`src/inc/palette_idx_pkg.sv`:
```
// Constants and types shared by the palette index and mask logic
// Operation
// - Palette lookup index is the mask ANDed with each 8-bit pixel.
// - Mask bit 0 forces index bit low; mask bit 1 passes pixel bit.
// - State bits 1:0 show last index written: 00 write, 11 read.
// - After reset the state field reads 00.
// - State bits 7:2 always read zero.
// - Read index selects which of 256 colours the data port returns.
// - Read index increments on the data read at blue; data writes step the same sequencer.
// - Writing the read index cancels an unfinished palette write.
// - Write index selects which of 256 colours receives written data.
// - Write index increments on the data write at blue; data reads step the same sequencer.
// - Index and data port access works in every display mode.
// - Data port bytes go red, then green, then blue.
// - Writing either index returns the byte sequencer to red.
// - A colour is committed on the data write at blue; data reads step the same sequencer.
package palette_idx_pkg;
  localparam logic [15:0] MASK_ADDR     = 16'h03C6;
  localparam logic [15:0] STATE_ADDR    = 16'h03C7;
  localparam logic [15:0] RD_INDEX_ADDR = 16'h03C7;
  localparam logic [15:0] WR_INDEX_ADDR = 16'h03C8;
  localparam logic [15:0] DATA_ADDR     = 16'h03C9;
  localparam logic [1:0]  STATE_WRITE   = 2'h0;
  localparam logic [1:0]  STATE_READ    = 2'h3;
  localparam logic [7:0]  MASK_RESET    = 8'hFF;
  localparam logic [7:0]  INDEX_RESET   = 8'h00;
  localparam logic [5:0]  STATE_PAD     = 6'h00;
  typedef enum logic [1:0] {COMP_RED, COMP_GREEN, COMP_BLUE} comp_t;
endpackage

```
`src/inc/byte_seq_if.sv`:
```
// Interface between the host register logic and the byte sequencer
`timescale 1ns/100ps
interface byte_seq_if;
  import palette_idx_pkg::*;
  logic  restart;
  logic  step;
  comp_t comp;
  logic  last;
  modport ctrl (output restart, output step, input comp, input last);
  modport seq  (input restart, input step, output comp, output last);
endinterface

```
`src/logic/byte_sequencer.sv`:
```
// Red, green, blue byte sequencer for the palette data port
`timescale 1ns/100ps
module byte_sequencer
  import palette_idx_pkg::*;
(
  input  wire logic ref_clk_in,
  input  wire logic rstn_in,
  byte_seq_if.seq   bus
);
  comp_t comp;
  comp_t next_comp;

  // Restart beats step so an index write always lands on red
  always_comb begin
    next_comp = comp;
    if (bus.restart) begin
      next_comp = COMP_RED;
    end else if (bus.step) begin
      unique case (comp)
        COMP_RED:   next_comp = COMP_GREEN;
        COMP_GREEN: next_comp = COMP_BLUE;
        COMP_BLUE:  next_comp = COMP_RED;
        default:    next_comp = COMP_RED; // Illegal code recovers
      endcase
    end
  end

  always_ff @(posedge ref_clk_in or negedge rstn_in) begin
    if (!rstn_in) begin
      comp <= COMP_RED;
    end else begin
      comp <= next_comp;
    end
  end

  assign bus.comp = comp;
  assign bus.last = (comp == COMP_BLUE);
endmodule // byte_sequencer

```
`src/logic/vga_palette_index_mask.sv`:
```
// Host I/O registers, byte sequencing and pixel masking for the palette
`timescale 1ns/100ps
module vga_palette_index_mask
  import palette_idx_pkg::*;
(
  input  wire logic        ref_clk_in,
  input  wire logic        rstn_in,
  input  wire logic [15:0] io_addr_in,
  input  wire logic        io_wr_in,
  input  wire logic        io_rd_in,
  input  wire logic [7:0]  io_wdata_in,
  output logic      [7:0]  io_rdata_out,
  input  wire logic        pix_valid_in,
  input  wire logic [7:0]  pix_data_in,
  output logic             lut_valid_out,
  output logic      [7:0]  lut_index_out,
  output logic             pal_rd_out,
  output logic      [7:0]  pal_rd_index_out,
  output logic      [1:0]  pal_rd_comp_out,
  input  wire logic [23:0] pal_rd_data_in,
  output logic             pal_wr_out,
  output logic      [7:0]  pal_wr_index_out,
  output logic      [23:0] pal_wr_data_out
);
  // Control and status between this block and the byte sequencer
  byte_seq_if sq ();

  ////////////////////////////////////////////////////////////////////////
  // Host-visible registers and the staging of a colour being written
  logic [7:0]  pixel_lookup_mask;
  logic [1:0]  last_index_written_state;
  logic [7:0]  palette_read_pointer;
  logic [7:0]  palette_write_pointer;
  logic [15:0] wr_hold;
  logic        wr_dir;
  logic [7:0]  rdata;
  logic        lut_valid;
  logic [7:0]  lut_index;
  logic        pal_wr;
  logic [23:0] pal_wr_data;

  // Next values, one for each register above
  logic [7:0]  next_mask;
  logic [1:0]  next_state;
  logic [7:0]  next_rd_ptr;
  logic [7:0]  next_wr_ptr;
  logic [15:0] next_wr_hold;
  logic        next_wr_dir;
  logic [7:0]  next_rdata;
  logic        next_lut_valid;
  logic [7:0]  next_lut_index;
  logic        next_pal_wr;
  logic [23:0] next_pal_wr_data;
  logic [7:0]  comp_byte;

  // One sequencer serves reads and writes alike, so a host that mixes
  // the two inside one colour gets bytes from both directions
  byte_sequencer u_seq (
    .ref_clk_in (ref_clk_in),
    .rstn_in    (rstn_in),
    .bus        (sq)
  );

  ////////////////////////////////////////////////////////////////////////
  // Decode of the I/O strobes; no display mode input, so access is open
  // in every mode
  logic wr_mask;
  logic wr_rx;
  logic wr_wx;
  logic wr_data;
  logic rd_data;
  // A read and a write of the data port in one cycle count as a write
  assign wr_mask = io_wr_in && (io_addr_in == MASK_ADDR);
  assign wr_rx   = io_wr_in && (io_addr_in == RD_INDEX_ADDR);
  assign wr_wx   = io_wr_in && (io_addr_in == WR_INDEX_ADDR);
  assign wr_data = io_wr_in && (io_addr_in == DATA_ADDR);
  assign rd_data = io_rd_in && (io_addr_in == DATA_ADDR) && !io_wr_in;

  // Any index write restarts the sequencer; a data access steps it
  assign sq.restart = wr_rx || wr_wx;
  assign sq.step    = wr_data || rd_data;

  // Component of the current colour returned for a data read
  always_comb begin
    unique case (sq.comp)
      COMP_RED:   comp_byte = pal_rd_data_in[23:16];
      COMP_GREEN: comp_byte = pal_rd_data_in[15:8];
      default:    comp_byte = pal_rd_data_in[7:0];
    endcase
  end

  ////////////////////////////////////////////////////////////////////////
  // Register next values
  always_comb begin
    next_mask        = pixel_lookup_mask;
    next_state       = last_index_written_state;
    next_rd_ptr      = palette_read_pointer;
    next_wr_ptr      = palette_write_pointer;
    next_wr_hold     = wr_hold;
    next_wr_dir      = wr_dir;
    next_pal_wr      = 1'b0;
    next_pal_wr_data = pal_wr_data;
    next_rdata       = rdata;
    // Mask writes are independent of index and data traffic
    if (wr_mask) begin
      next_mask = io_wdata_in;
    end
    // Index writes take priority over data traffic in the same cycle
    if (wr_rx) begin
      next_rd_ptr = io_wdata_in;
      next_state  = STATE_READ;
      next_wr_dir = 1'b0; // Pending bytes dropped
    end else if (wr_wx) begin
      next_wr_ptr = io_wdata_in;
      next_state  = STATE_WRITE;
      next_wr_dir = 1'b0;
    end else if (wr_data) begin
      // Bytes are staged; only the third one commits
      unique case (sq.comp)
        COMP_RED:   next_wr_hold[15:8] = io_wdata_in;
        COMP_GREEN: next_wr_hold[7:0]  = io_wdata_in;
        default:    next_wr_hold       = wr_hold;
      endcase
      next_wr_dir = 1'b1;
      if (sq.last) begin
        next_pal_wr      = 1'b1;
        next_pal_wr_data = {wr_hold, io_wdata_in};
        next_wr_ptr      = palette_write_pointer + 8'h01;
        next_wr_dir      = 1'b0;
      end
    end else if (rd_data) begin
      next_rdata = comp_byte;
      if (sq.last) begin
        next_rd_ptr = palette_read_pointer + 8'h01;
      end
    end
    // Reads other than the data port; the write pointer reads back as zero
    // and the read index address returns the state, so no pointer leaks
    if (io_rd_in && !rd_data) begin
      unique case (io_addr_in)
        MASK_ADDR:  next_rdata = pixel_lookup_mask;
        STATE_ADDR: next_rdata = {STATE_PAD, last_index_written_state};
        default:    next_rdata = 8'h00; // Write-only or unmapped
      endcase
    end
  end

  // Register stage; the mask has no defined reset, all ones passes pixels
  always_ff @(posedge ref_clk_in or negedge rstn_in) begin
    if (!rstn_in) begin
      pixel_lookup_mask        <= MASK_RESET;
      last_index_written_state <= STATE_WRITE;
      palette_read_pointer     <= INDEX_RESET;
      palette_write_pointer    <= INDEX_RESET;
      wr_hold                  <= 16'h0000;
      wr_dir                   <= 1'b0;
      rdata                    <= 8'h00;
      pal_wr                   <= 1'b0;
      pal_wr_data              <= 24'h000000;
    end else begin
      pixel_lookup_mask        <= next_mask;
      last_index_written_state <= next_state;
      palette_read_pointer     <= next_rd_ptr;
      palette_write_pointer    <= next_wr_ptr;
      wr_hold                  <= next_wr_hold;
      wr_dir                   <= next_wr_dir;
      rdata                    <= next_rdata;
      pal_wr                   <= next_pal_wr;
      pal_wr_data              <= next_pal_wr_data;
    end
  end

  ////////////////////////////////////////////////////////////////////////
  // Pixel path: one cycle of latency, mask applied bit for bit
  // The mask is used as it stands at the pixel's own clock edge
  always_comb begin
    next_lut_valid = pix_valid_in;
    next_lut_index = pix_data_in & pixel_lookup_mask;
  end

  // Register the lookup so the index output comes from a flip-flop
  always_ff @(posedge ref_clk_in or negedge rstn_in) begin
    if (!rstn_in) begin
      lut_valid <= 1'b0;
      lut_index <= 8'h00;
    end else begin
      lut_valid <= next_lut_valid;
      lut_index <= next_lut_index;
    end
  end

  // Commit index lags the pointer, so keep the index that was used
  // because the pointer has already moved on in the commit cycle
  logic [7:0] wr_index_q;
  logic [7:0] next_wr_index_q;
  always_comb begin
    next_wr_index_q = (wr_data && sq.last) ? palette_write_pointer
                                           : wr_index_q;
  end
  // Holds the commit index until the next completed colour
  always_ff @(posedge ref_clk_in or negedge rstn_in) begin
    if (!rstn_in) begin
      wr_index_q <= INDEX_RESET;
    end else begin
      wr_index_q <= next_wr_index_q;
    end
  end

  ////////////////////////////////////////////////////////////////////////
  // Outputs
  assign io_rdata_out     = rdata;
  assign lut_valid_out    = lut_valid;
  assign lut_index_out    = lut_index;
  assign pal_wr_out       = pal_wr;
  assign pal_wr_index_out = wr_index_q;
  assign pal_wr_data_out  = pal_wr_data;
  // Storage lookup address is the live pointer; storage is asynchronous
  assign pal_rd_out       = rd_data;
  assign pal_rd_index_out = palette_read_pointer;
  assign pal_rd_comp_out  = sq.comp;
  // wr_dir shows a write in progress; kept for future status use
  logic unused_dir;
  assign unused_dir = wr_dir;
endmodule // vga_palette_index_mask

```
`config.mk`:
```
export PLATFORM = sky130hd
export DESIGN_NAME = vga_palette_index_mask
export DESIGN_NICKNAME = d
export VERILOG_FILES = /design/src/inc/palette_idx_pkg.sv /design/src/inc/byte_seq_if.sv /design/src/logic/byte_sequencer.sv /design/src/logic/vga_palette_index_mask.sv
export SDC_FILE = /design/constraint.sdc
export NUM_CORES = 1
export LEC_CHECK = 0
export BUFFER_PORTS_ARGS = -buffer_cell sky130_fd_sc_hd__buf_2
export CORE_MARGIN = 4
export CORE_UTILIZATION = 52
export CTS_CLUSTER_SIZE = 25
export DETAILED_ROUTE_END_ITERATION = 6
export GPL_TIMING_DRIVEN = 0
export PLACE_DENSITY = 0.8
export SLEW_MARGIN = 20
export SYNTH_ARGS = -nofsm -noshare
export SYNTH_HDL_FRONTEND = slang
export SYNTH_SLANG_ARGS = --single-unit
```
`constraint.sdc`:
```
create_clock -name ref_clk_in -period 2.4 [get_ports ref_clk_in]
set_input_delay 0.36 -clock ref_clk_in [delete_from_list [all_inputs] [get_ports ref_clk_in]]
set_output_delay 0.36 -clock ref_clk_in [all_outputs]
set_load 0.03 [all_outputs]
```
==> results.toml, run 1 <==
[synthesis]
yosysMostFrequentCell = "dfrtp_1"
synth_cells = 348
syn_nets = 411
netlist.area_leader.share_pct = 50.9
ys_types = 35
netlist_area_um2 = 4180
synth_top_area_cell = "dfrtp_1"
synth_warnings = 0
synth_edf_count = 0
avgSynthCellArea_um2 = 12.0
synth-seq-cells = 93
async_flop_share_pct = 100
ys_top_cells_by_area = "dfrtp_1 51%, mux2_2 15%, dfstp_2 5.0%"
synth_ff_type = "dfrtp_1"
ys_top_cells_by_count = "85 x dfrtp_1, 55 x mux2_2, 32 x nor2_1"
ys_seq_area_share_pct = 55.9

[routing]
route.vias.total = 3236
met3WireLength_um = 734
drt_iter0_markers = 179
routed_wl_um = 10100
vias_per_cell = 5.50
antenna_left = 0
first_pass_iters = 4
wl_met2_um = 4970
dr.max_layer_used = "met4"
drt-met1-wl_um = 4220
drc = 0
post_drt_wl_per_cell_um = 17.2

[timing]
min_period_over_period_pct = 92.1
holdWs_ns = 0.102
rsz0062_at_grt = "false"
max-slew-margin-rel_pct = 48.6
tightest_slew_ns = 0.771
finalSetupViolCount = 0
setup_ws_ns = 0.189
drv_slew = 0
min_period_ns = 2.21
tns_ns = 0
max_freq_mhz = 452
fin_worst_skew_ns = 0.00935
finalHoldViolations = 0

[clock_network]
clkLatencyLatePin_ns = 0.36
cts_root_buf = "clkbuf_8"
cts_tree = "yes"
cts.htree.levels = 3
cts_buffers = 9
path_clk_slew_ns = 0.09
cts_setup_buffers = 0
cts_sinks = 93
clk_path_buf_depth = 2

[grt]
grt_usage_pct = 22.1
grt_first_pass_wirelength_um = 16700
grt.overflow.total = 0
grt_max_degree = 51
first_global_vias = 3336
antenna_found_initial = 0

[setup_path]
critPathRequiredTime_ns = 2.64
worstPathArrival_ns = 2.45
crit_chain = "nor2b_1 > nand2_1 > nor3_4 > buf_2 > mux2_2"
start_kind = "flip-flop"
r2r_cells = 5
timing.rr.end = "pal_wr_index_out[1]"
r2r-start = "u_seq.bus.comp[0]"
cp_max_fo = 10
rrSetupSlack_ns = 0.19
cp-end-kind = "flip-flop"
critical_path_class = "flip-flop to flip-flop"
critPathSlowestCell = "dfrtp_1"
max_stage_delay_ns = 0.44

[floorplanning]
die-height_um = 97.6
fp.dieW_um = 97.6
dieArea_um2 = 9530
coreArea_um2 = 7770
ioPinCount = 122
start_util_pct = 53.8
rows = 32

[power]
p_per_area_nw_per_um2 = 523
ir_worst_vdd_v = 0.000237
total_power_mw = 2.68
p_leak_nw = 2.58

[placement]
placed_cells_incl_taps = 571
dp_hpwl_um = 7500
dpl_cell_area_um2 = 4940
place_congestion = 0.857
dp_slack_ns = -0.0664
portBuffers = 120

[layout]
area_growth_pct = 22.4
final_area_um2 = 5110
finish.utilization_pct = 65.8
final_cells = 588
drive_gt1_share_pct = 43.6
n_antenna_cell = 0
final_nets = 544

[hold_path]
whs_path_depth = 1
hp-start = "pix_valid_in"
hp-class = "input port to flip-flop"
hold_path_end = "lut_valid_out"

[outcome]
status = "complete, no violations"

[job]
cap_violations = 0
## state kept, by name, indices dropped and copies added, names as in the netlist
signal and flops:
io_rdata_out 8, pal_wr_data_out 24, last_index_written_state 1, pal_wr_index_out 8, lut_index_out 8, u_seq.bus.comp 2
pal_rd_index_out 8, lut_valid_out 1, pal_wr_out 1, pixel_lookup_mask 8, palette_write_pointer 8, wr_hold 16
## worst max path at each step
stage,start,endpoint,slack (ns),depth (start not counted)
after CTS,u_seq.bus.comp[0],pal_wr_index_out[1],0.19,5
final,u_seq.bus.comp[0],pal_wr_index_out[1],0.19,5
after global routing,u_seq.bus.comp[0],pal_wr_index_out[1],0.09,5
after global placement,io_addr_in[13],wr_hold[8],-0.02,6
after detailed placement,io_addr_in[1],pal_wr_index_out[1],-0.07,7
after floorplan,io_addr_in[0],pal_rd_out,0.25,4
## what timing repair did
item | in CTS | in global routing
endpoints found under the hold margin | 20 | 0
resized for setup | 0 | 0
hold buffers | 1 | 0
setup endpoints to repair | 0 | 0
## worst max-delay path: cells and delay by family (launching register included)
| family | cells | cell delay [ns] |
|---|---|---|
| multiplexers | 1 | 0.38 |
| AND/OR/NAND/NOR | 3 | 0.94 |
| flip-flops | 1 | 0.44 |
| buffers and inverters | 1 | 0.34 |
## power by group
part           internal (mW)  total [mW]  leakage, nW  switching (mW)
Clock                  0.379       0.917       0.0760           0.538
Combinational         0.0644       0.176         1.25           0.112
Sequential              1.58        1.58         1.26         0.00533
Total                   2.02        2.68         2.58           0.655
## area by class of cell
cell class | count | area, um2
Fill cell | 609 | 2650
Sequential cell | 93 | 2340
Multi-Input combinational cell | 235 | 1760
Timing Repair Buffer | 122 | 641
Clock buffer | 11 | 131
Tap cell | 102 | 128
Buffer | 16 | 68.8
Clock inverter | 5 | 36.3
Inverter | 4 | 15.0
## cell usage in the layout, fill, tap and decap left out, types with 3 or more instances in the layout
cell type   Yosys  layout
buf_2           7     126
dfrtp_1        85      85
mux2_2         55      55
nor2_1         32      32
a21oi_1        27      27
nand2_1        17      17
xnor2_1        14      14
mux2i_1        12      12
and2_1         10      10
clkbuf_1        7       9
nor4_1          9       9
clkbuf_8        0       9
o21ai_0         8       8
nand4_1         8       8
dfstp_2         8       8
nand3_1         7       7
a22oi_1         6       6
nor2b_1         4       4
inv_1           4       4
nor3_1          4       4
mux2_1          3       3
clkinvlp_4      0       3
## cells by family after synthesis
family	count (synthesis)	share of synthesized area, %
AO/OA/AOI/OAI	41	5.27
XOR/XNOR	14	2.94
buffers and inverters	20	2.01
multiplexers	70	18.5
adder cells (fa/ha/maj)	2	0.599
AND/OR/NAND/NOR	108	14.7
flip-flops	93	55.9
## per-layer routing
layer  GRT usage, %  vias up
met1           28.8     1588
met3           4.81       14
met4           8.73        0
met5              0        -
met2           36.0      126
li1               -     1508
Power figures use the tool's default switching activity.
==> inputs of run 2 (changes only) <==
--- a/config.mk
+++ b/config.mk
@@ -6,6 +6,7 @@
 export NUM_CORES = 1
 export LEC_CHECK = 0
 export BUFFER_PORTS_ARGS = -buffer_cell sky130_fd_sc_hd__buf_2
+export CORE_ASPECT_RATIO = 1.2
 export CORE_MARGIN = 4
 export CORE_UTILIZATION = 52
 export CTS_CLUSTER_SIZE = 25
==> run 2 against run 1 <==
Against the previous run: the flow now finishes with violations (hold timing); setup slack lost 0.056 ns; sequential power about the same; clock-buffer cell count shrank 2; largest cell class unchanged; maximum frequency decreased by 2.5%; hold slack lost 0.10 ns; core utilization rose by 0.22 points; via count fell by 2.5%; sequential cell count stayed put; cell area rose by 0.12%; first-iteration DRC count down 8.9%; combinational power barely moved.
==> results.toml, run 2 (synthesis results as in run 1) <==
[outcome]
status = "complete, but fails checks"
failed_checks = "hold timing"

[timing]
min_period_over_period_pct = 94.4
fin_worst_skew_ns = 0.00879
tightest_slew_ns = 0.741
rsz0062_at_grt = "false"
drv_slew = 0
max-slew-margin-rel_pct = 50.6
holdWs_ns = -0.00169
finalHoldViolations = 1
min_period_ns = 2.27
max_freq_mhz = 441
finalSetupViolCount = 0

[setup_path]
timing.rr.end = "pal_wr_data_out[4]"
max_stage_delay_ns = 0.44
worst-path-buf-inv = 1
rrSetupSlack_ns = 0.13
cp_max_fo = 10
path_depth = 5
start_kind = "flip-flop"
worstPathArrival_ns = 2.50
crit_chain = "nor2b_1 > nand2_1 > nor3_4 > buf_2 > mux2_2"
r2r_cells = 5
cp-end-kind = "flip-flop"
critPathTopFamily = "simple AND/OR/NAND/NOR gates"
critPathSlowestCell = "dfrtp_1"
r2r-start = "u_seq.bus.comp[0]"
critical_path_class = "flip-flop to flip-flop"
critPathRequiredTime_ns = 2.63

[clock_network]
cts_setup_buffers = 0
cts_tree = "yes"
clk_path_buf_depth = 2
path_clk_slew_ns = 0.09
cts_resized = 0
cts_buffers = 9
cts_sinks = 93
ctsHoldBuffers = 0
cts_root_buf = "clkbuf_8"
cts.htree.levels = 3
clkLatencyLatePin_ns = 0.35

[floorplanning]
start_util_pct = 53.9
die-height_um = 106
rows = 35
ioPinCount = 122
fp.dieW_um = 89.8
coreArea_um2 = 7750
dieArea_um2 = 9540

[power]
p_per_area_nw_per_um2 = 544
p_leak_nw = 2.60
total_power_mw = 2.78
ir_worst_vdd_v = 0.000499

[layout]
n_antenna_cell = 0
layout_common_cells = "126 x buf_2, 85 x dfrtp_1, 55 x mux2_2, 32 x nor2_1, 27 x a21oi_1"
final_nets = 543
layout_commonest_cell = "buf_2"
register_area_um2 = 2340
largest_reg_flops = 24
multi_input_area_um2 = 1760
drive_gt1_share_pct = 44.1
final_area_um2 = 5120
area_growth_pct = 22.6
fill_cells = 640

[grt]
antenna_found_initial = 0
first_global_vias = 3080
grt_first_pass_wirelength_um = 15800
grt_max_degree = 50
grt_usage_pct = 20.8
grt.overflow.total = 0

[placement]
dpl_cell_area_um2 = 4920
portBuffers = 120
place_congestion = 0.865
dp_hpwl_um = 7190

[routing]
vias_per_cell = 5.47
drt_iter0_markers = 163
drc = 0
post_drt_wl_per_cell_um = 16.8
routed_wl_um = 9670
first_pass_iters = 4
antenna_left = 0
route.vias.total = 3156

[hold_path]
hp-class = "input port to asynchronous set/reset pin"

[job]
cap_violations = 0
run 2: cell count changes in the layout (fill, tap and decap cells not counted):
cell / change
dlygate4sd3_1: -1
clkinvlp_4: -2
clkinv_2: +2
inv_8: +1
clkbuf_1: -2
bufinv_16: +1
run 2: power by group:
part           switching [mW]  internal, mW
clock                   0.541         0.487
sequential            0.00609          1.58
combinational           0.111        0.0632
total                   0.657          2.13
run 2: worst max path at each step:
| stage | startpoint | to |
|---|---|---|
| 6_report | u_seq.bus.comp[0] | pal_wr_data_out[4] |
| 5_1_grt | u_seq.bus.comp[0] | pal_wr_data_out[23] |
| 4_1_cts | u_seq.bus.comp[0] | pal_wr_data_out[23] |
| 3_5_place_dp | io_addr_in[13] | wr_hold[10] |
| 3_3_place_gp | io_addr_in[13] | wr_hold[8] |
| 2_1_floorplan | io_addr_in[0] | pal_rd_out |
run 2: routing by layer:
metal / share of wire, % / wire length, um / global-route usage, % / vias to the layer above
met1: 41 / 4010 / 26.6 / 1559
li1: - / - / - / 1489
met3: 6.4 / 622 / 4.67 / 7
met2: 51 / 4950 / 36.1 / 101
met5: 0 / 0 / 0 / -
met4: 0.95 / 92 / 5.26 / 0
run 2: cell type report:
| type | instances | area share (%) |
|---|---|---|
| Sequential cell | 93 | 45.7 |
| Buffer | 16 | 1.34 |
| Multi-Input combinational cell | 235 | 34.3 |
| Timing Repair Buffer | 121 | 12.3 |
| Tap cell | 92 | 2.25 |
| Clock buffer | 9 | 2.42 |
| Clock inverter | 7 | 1.42 |
| Inverter | 4 | 0.293 |
run 2: worst reg2reg max path: cells and delay by family, from the launching register on:
family / cells / cell delay (ns)
AND/OR/NAND/NOR: 3 / 1.01
flip-flops: 1 / 0.44
multiplexers: 1 / 0.37
buffers and inverters: 1 / 0.33
run 2: through the flow:
stage | hold WS (ns) | setup WS (ns) | TNS, ns | utilization (%) | std cells
2_1_floorplan | 0.0644 | 0.252 | 0 | - | 348
3_3_place_gp | 0.468 | -0.0707 | -0.815 | 63.1 | 560
3_5_place_dp | 0.401 | -0.0997 | -0.966 | 63.5 | 561
4_1_cts | 0.0129 | 0.153 | 0 | 66.1 | 577
5_1_grt | 0.0277 | 0.00202 | 0 | 66.1 | 577
6_report | -0.00169 | 0.133 | 0 | 66.1 | 577
==> inputs of run 3 (changes only) <==
==> constraint.sdc (replaced) <==
create_clock -name ref_clk_in -period 2.37 [get_ports ref_clk_in]
set_input_delay 0.3555 -clock ref_clk_in [delete_from_list [all_inputs] [get_ports ref_clk_in]]
set_output_delay 0.3555 -clock ref_clk_in [all_outputs]
set_load 0.03 [all_outputs]
==> run 3 against run 2 <==
Against the previous run: the run still ends with hold timing left; first-iteration DRC count is 17% higher; hold slack better by 0.0012 ns; total power is 1.3% higher; critical path depth stayed put; non-clock buffer count stayed put; sequential power hardly changed; core utilization stayed put; critical path type unchanged.
==> results.toml, run 3 (synthesis results as in run 1) <==
[routing]
post_drt_wl_per_cell_um = 16.7
route.vias.total = 3160
drt_iter0_markers = 190
wl_met2_um = 4910
first_pass_iters = 4
vias_per_cell = 5.48
drt-met1-wl_um = 4020
routed_wl_um = 9650
antenna_left = 0
drc = 0
met3WireLength_um = 625
dr.max_layer_used = "met4"

[layout]
largest_reg_flops = 24
fill_cells = 640
final_nets = 543
layout_commonest_cell = "buf_2"
layout_common_cells = "126 x buf_2, 85 x dfrtp_1, 55 x mux2_2, 32 x nor2_1, 27 x a21oi_1"
final_area_um2 = 5120
area_growth_pct = 22.6
drive_gt1_share_pct = 44.1
n_antenna_cell = 0

[floorplanning]
fp.dieW_um = 89.8
rows = 35
dieArea_um2 = 9540
coreArea_um2 = 7750
die-height_um = 106
start_util_pct = 53.9
ioPinCount = 122

[clock_network]
clkLatencyLatePin_ns = 0.35
cts_resized = 0
clk_path_buf_depth = 2
cts_tree = "yes"
cts_root_buf = "clkbuf_8"
ctsHoldBuffers = 0
cts_sinks = 93
cts.htree.levels = 3
cts_setup_buffers = 0
cts_buffers = 9
path_clk_slew_ns = 0.09

[timing]
min_period_ns = 2.18
drv_slew = 0
finalHoldViolations = 1
fin_worst_skew_ns = 0.00851
holdWs_ns = -0.000494
finalSetupViolCount = 0
min_period_over_period_pct = 92.1
max_freq_mhz = 458
tns_ns = 0
tightest_slew_ns = 0.753
max-slew-margin-rel_pct = 49.8
rsz0062_at_grt = "false"

[power]
ir_worst_vdd_v = 0.000503
p_per_area_nw_per_um2 = 551
p_leak_nw = 2.60

[placement]
place_congestion = 0.865
dpl_cell_area_um2 = 4920
dp_hpwl_um = 7190
portBuffers = 120

[grt]
grt_first_pass_wirelength_um = 15800
grt.overflow.total = 0
grt_usage_pct = 20.8
grt_max_degree = 50
first_global_vias = 3080
antenna_found_initial = 0

[setup_path]
r2r-start = "u_seq.bus.comp[0]"
critical_path_class = "flip-flop to flip-flop"
crit_chain = "nor2b_1 > nand2_1 > nor3_4 > buf_2 > mux2_2"
cp_max_fo = 10
worst-path-buf-inv = 1
cp-end-kind = "flip-flop"
critPathSlowestCell = "dfrtp_1"
worstPathArrival_ns = 2.41
critPathTopFamily = "simple AND/OR/NAND/NOR gates"
r2r_cells = 5
rrSetupSlack_ns = 0.19
max_stage_delay_ns = 0.44
start_kind = "flip-flop"
timing.rr.end = "pal_wr_data_out[23]"
critPathRequiredTime_ns = 2.60

[job]
cap_violations = 0

[hold_path]
hp-class = "input port to asynchronous set/reset pin"

[outcome]
failed_checks = "hold timing"
status = "complete, but fails checks"
==> run 3: through the flow <==
stage | worst slack, ns | total power, mW | instances | utilization [%]
3_3_place_gp | -0.0962 | 1.80 | 560 | 63.1
3_5_place_dp | -0.125 | 1.81 | 561 | 63.5
6_report | 0.188 | 2.82 | 577 | 66.1
2_1_floorplan | 0.231 | 1.69 | 348 | -
5_1_grt | 0.0455 | 2.94 | 577 | 66.1
4_1_cts | 0.123 | 2.85 | 577 | 66.1
==> run 3: area by class of cell <==
type	count	area (um2)	area share, %
buffer	16	68.8	1.34
clock buffer	9	124	2.42
clock inverter	7	72.6	1.42
inverter	4	15.0	0.293
multi-input combinational	235	1760	34.3
sequential	93	2340	45.7
tap	92	115	2.25
timing repair buffer	121	631	12.3
==> run 3: power breakdown <==
| part | internal (mW) | total, mW | switching [mW] |
|---|---|---|---|
| Clock | 0.493 | 1.04 | 0.548 |
| Combinational | 0.0640 | 0.176 | 0.112 |
| Sequential | 1.60 | 1.60 | 0.00602 |
==> run 3: how the worst max path moves through the flow <==
stage                           start  cells past startpoint             endpoint
finish              u_seq.bus.comp[0]                      5  pal_wr_data_out[23]
global route        u_seq.bus.comp[0]                      5  pal_wr_data_out[23]
CTS                 u_seq.bus.comp[0]                      5  pal_wr_data_out[23]
detailed placement     io_addr_in[13]                      6          wr_hold[10]
global placement       io_addr_in[13]                      6           wr_hold[8]
floorplan               io_addr_in[0]                      4           pal_rd_out
==> run 3: layer usage <==
layer	global-route usage, %	vias up
li1	-	1494
met1	26.6	1549
met2	36.1	108
met3	4.67	9
met4	5.26	0
met5	0	-
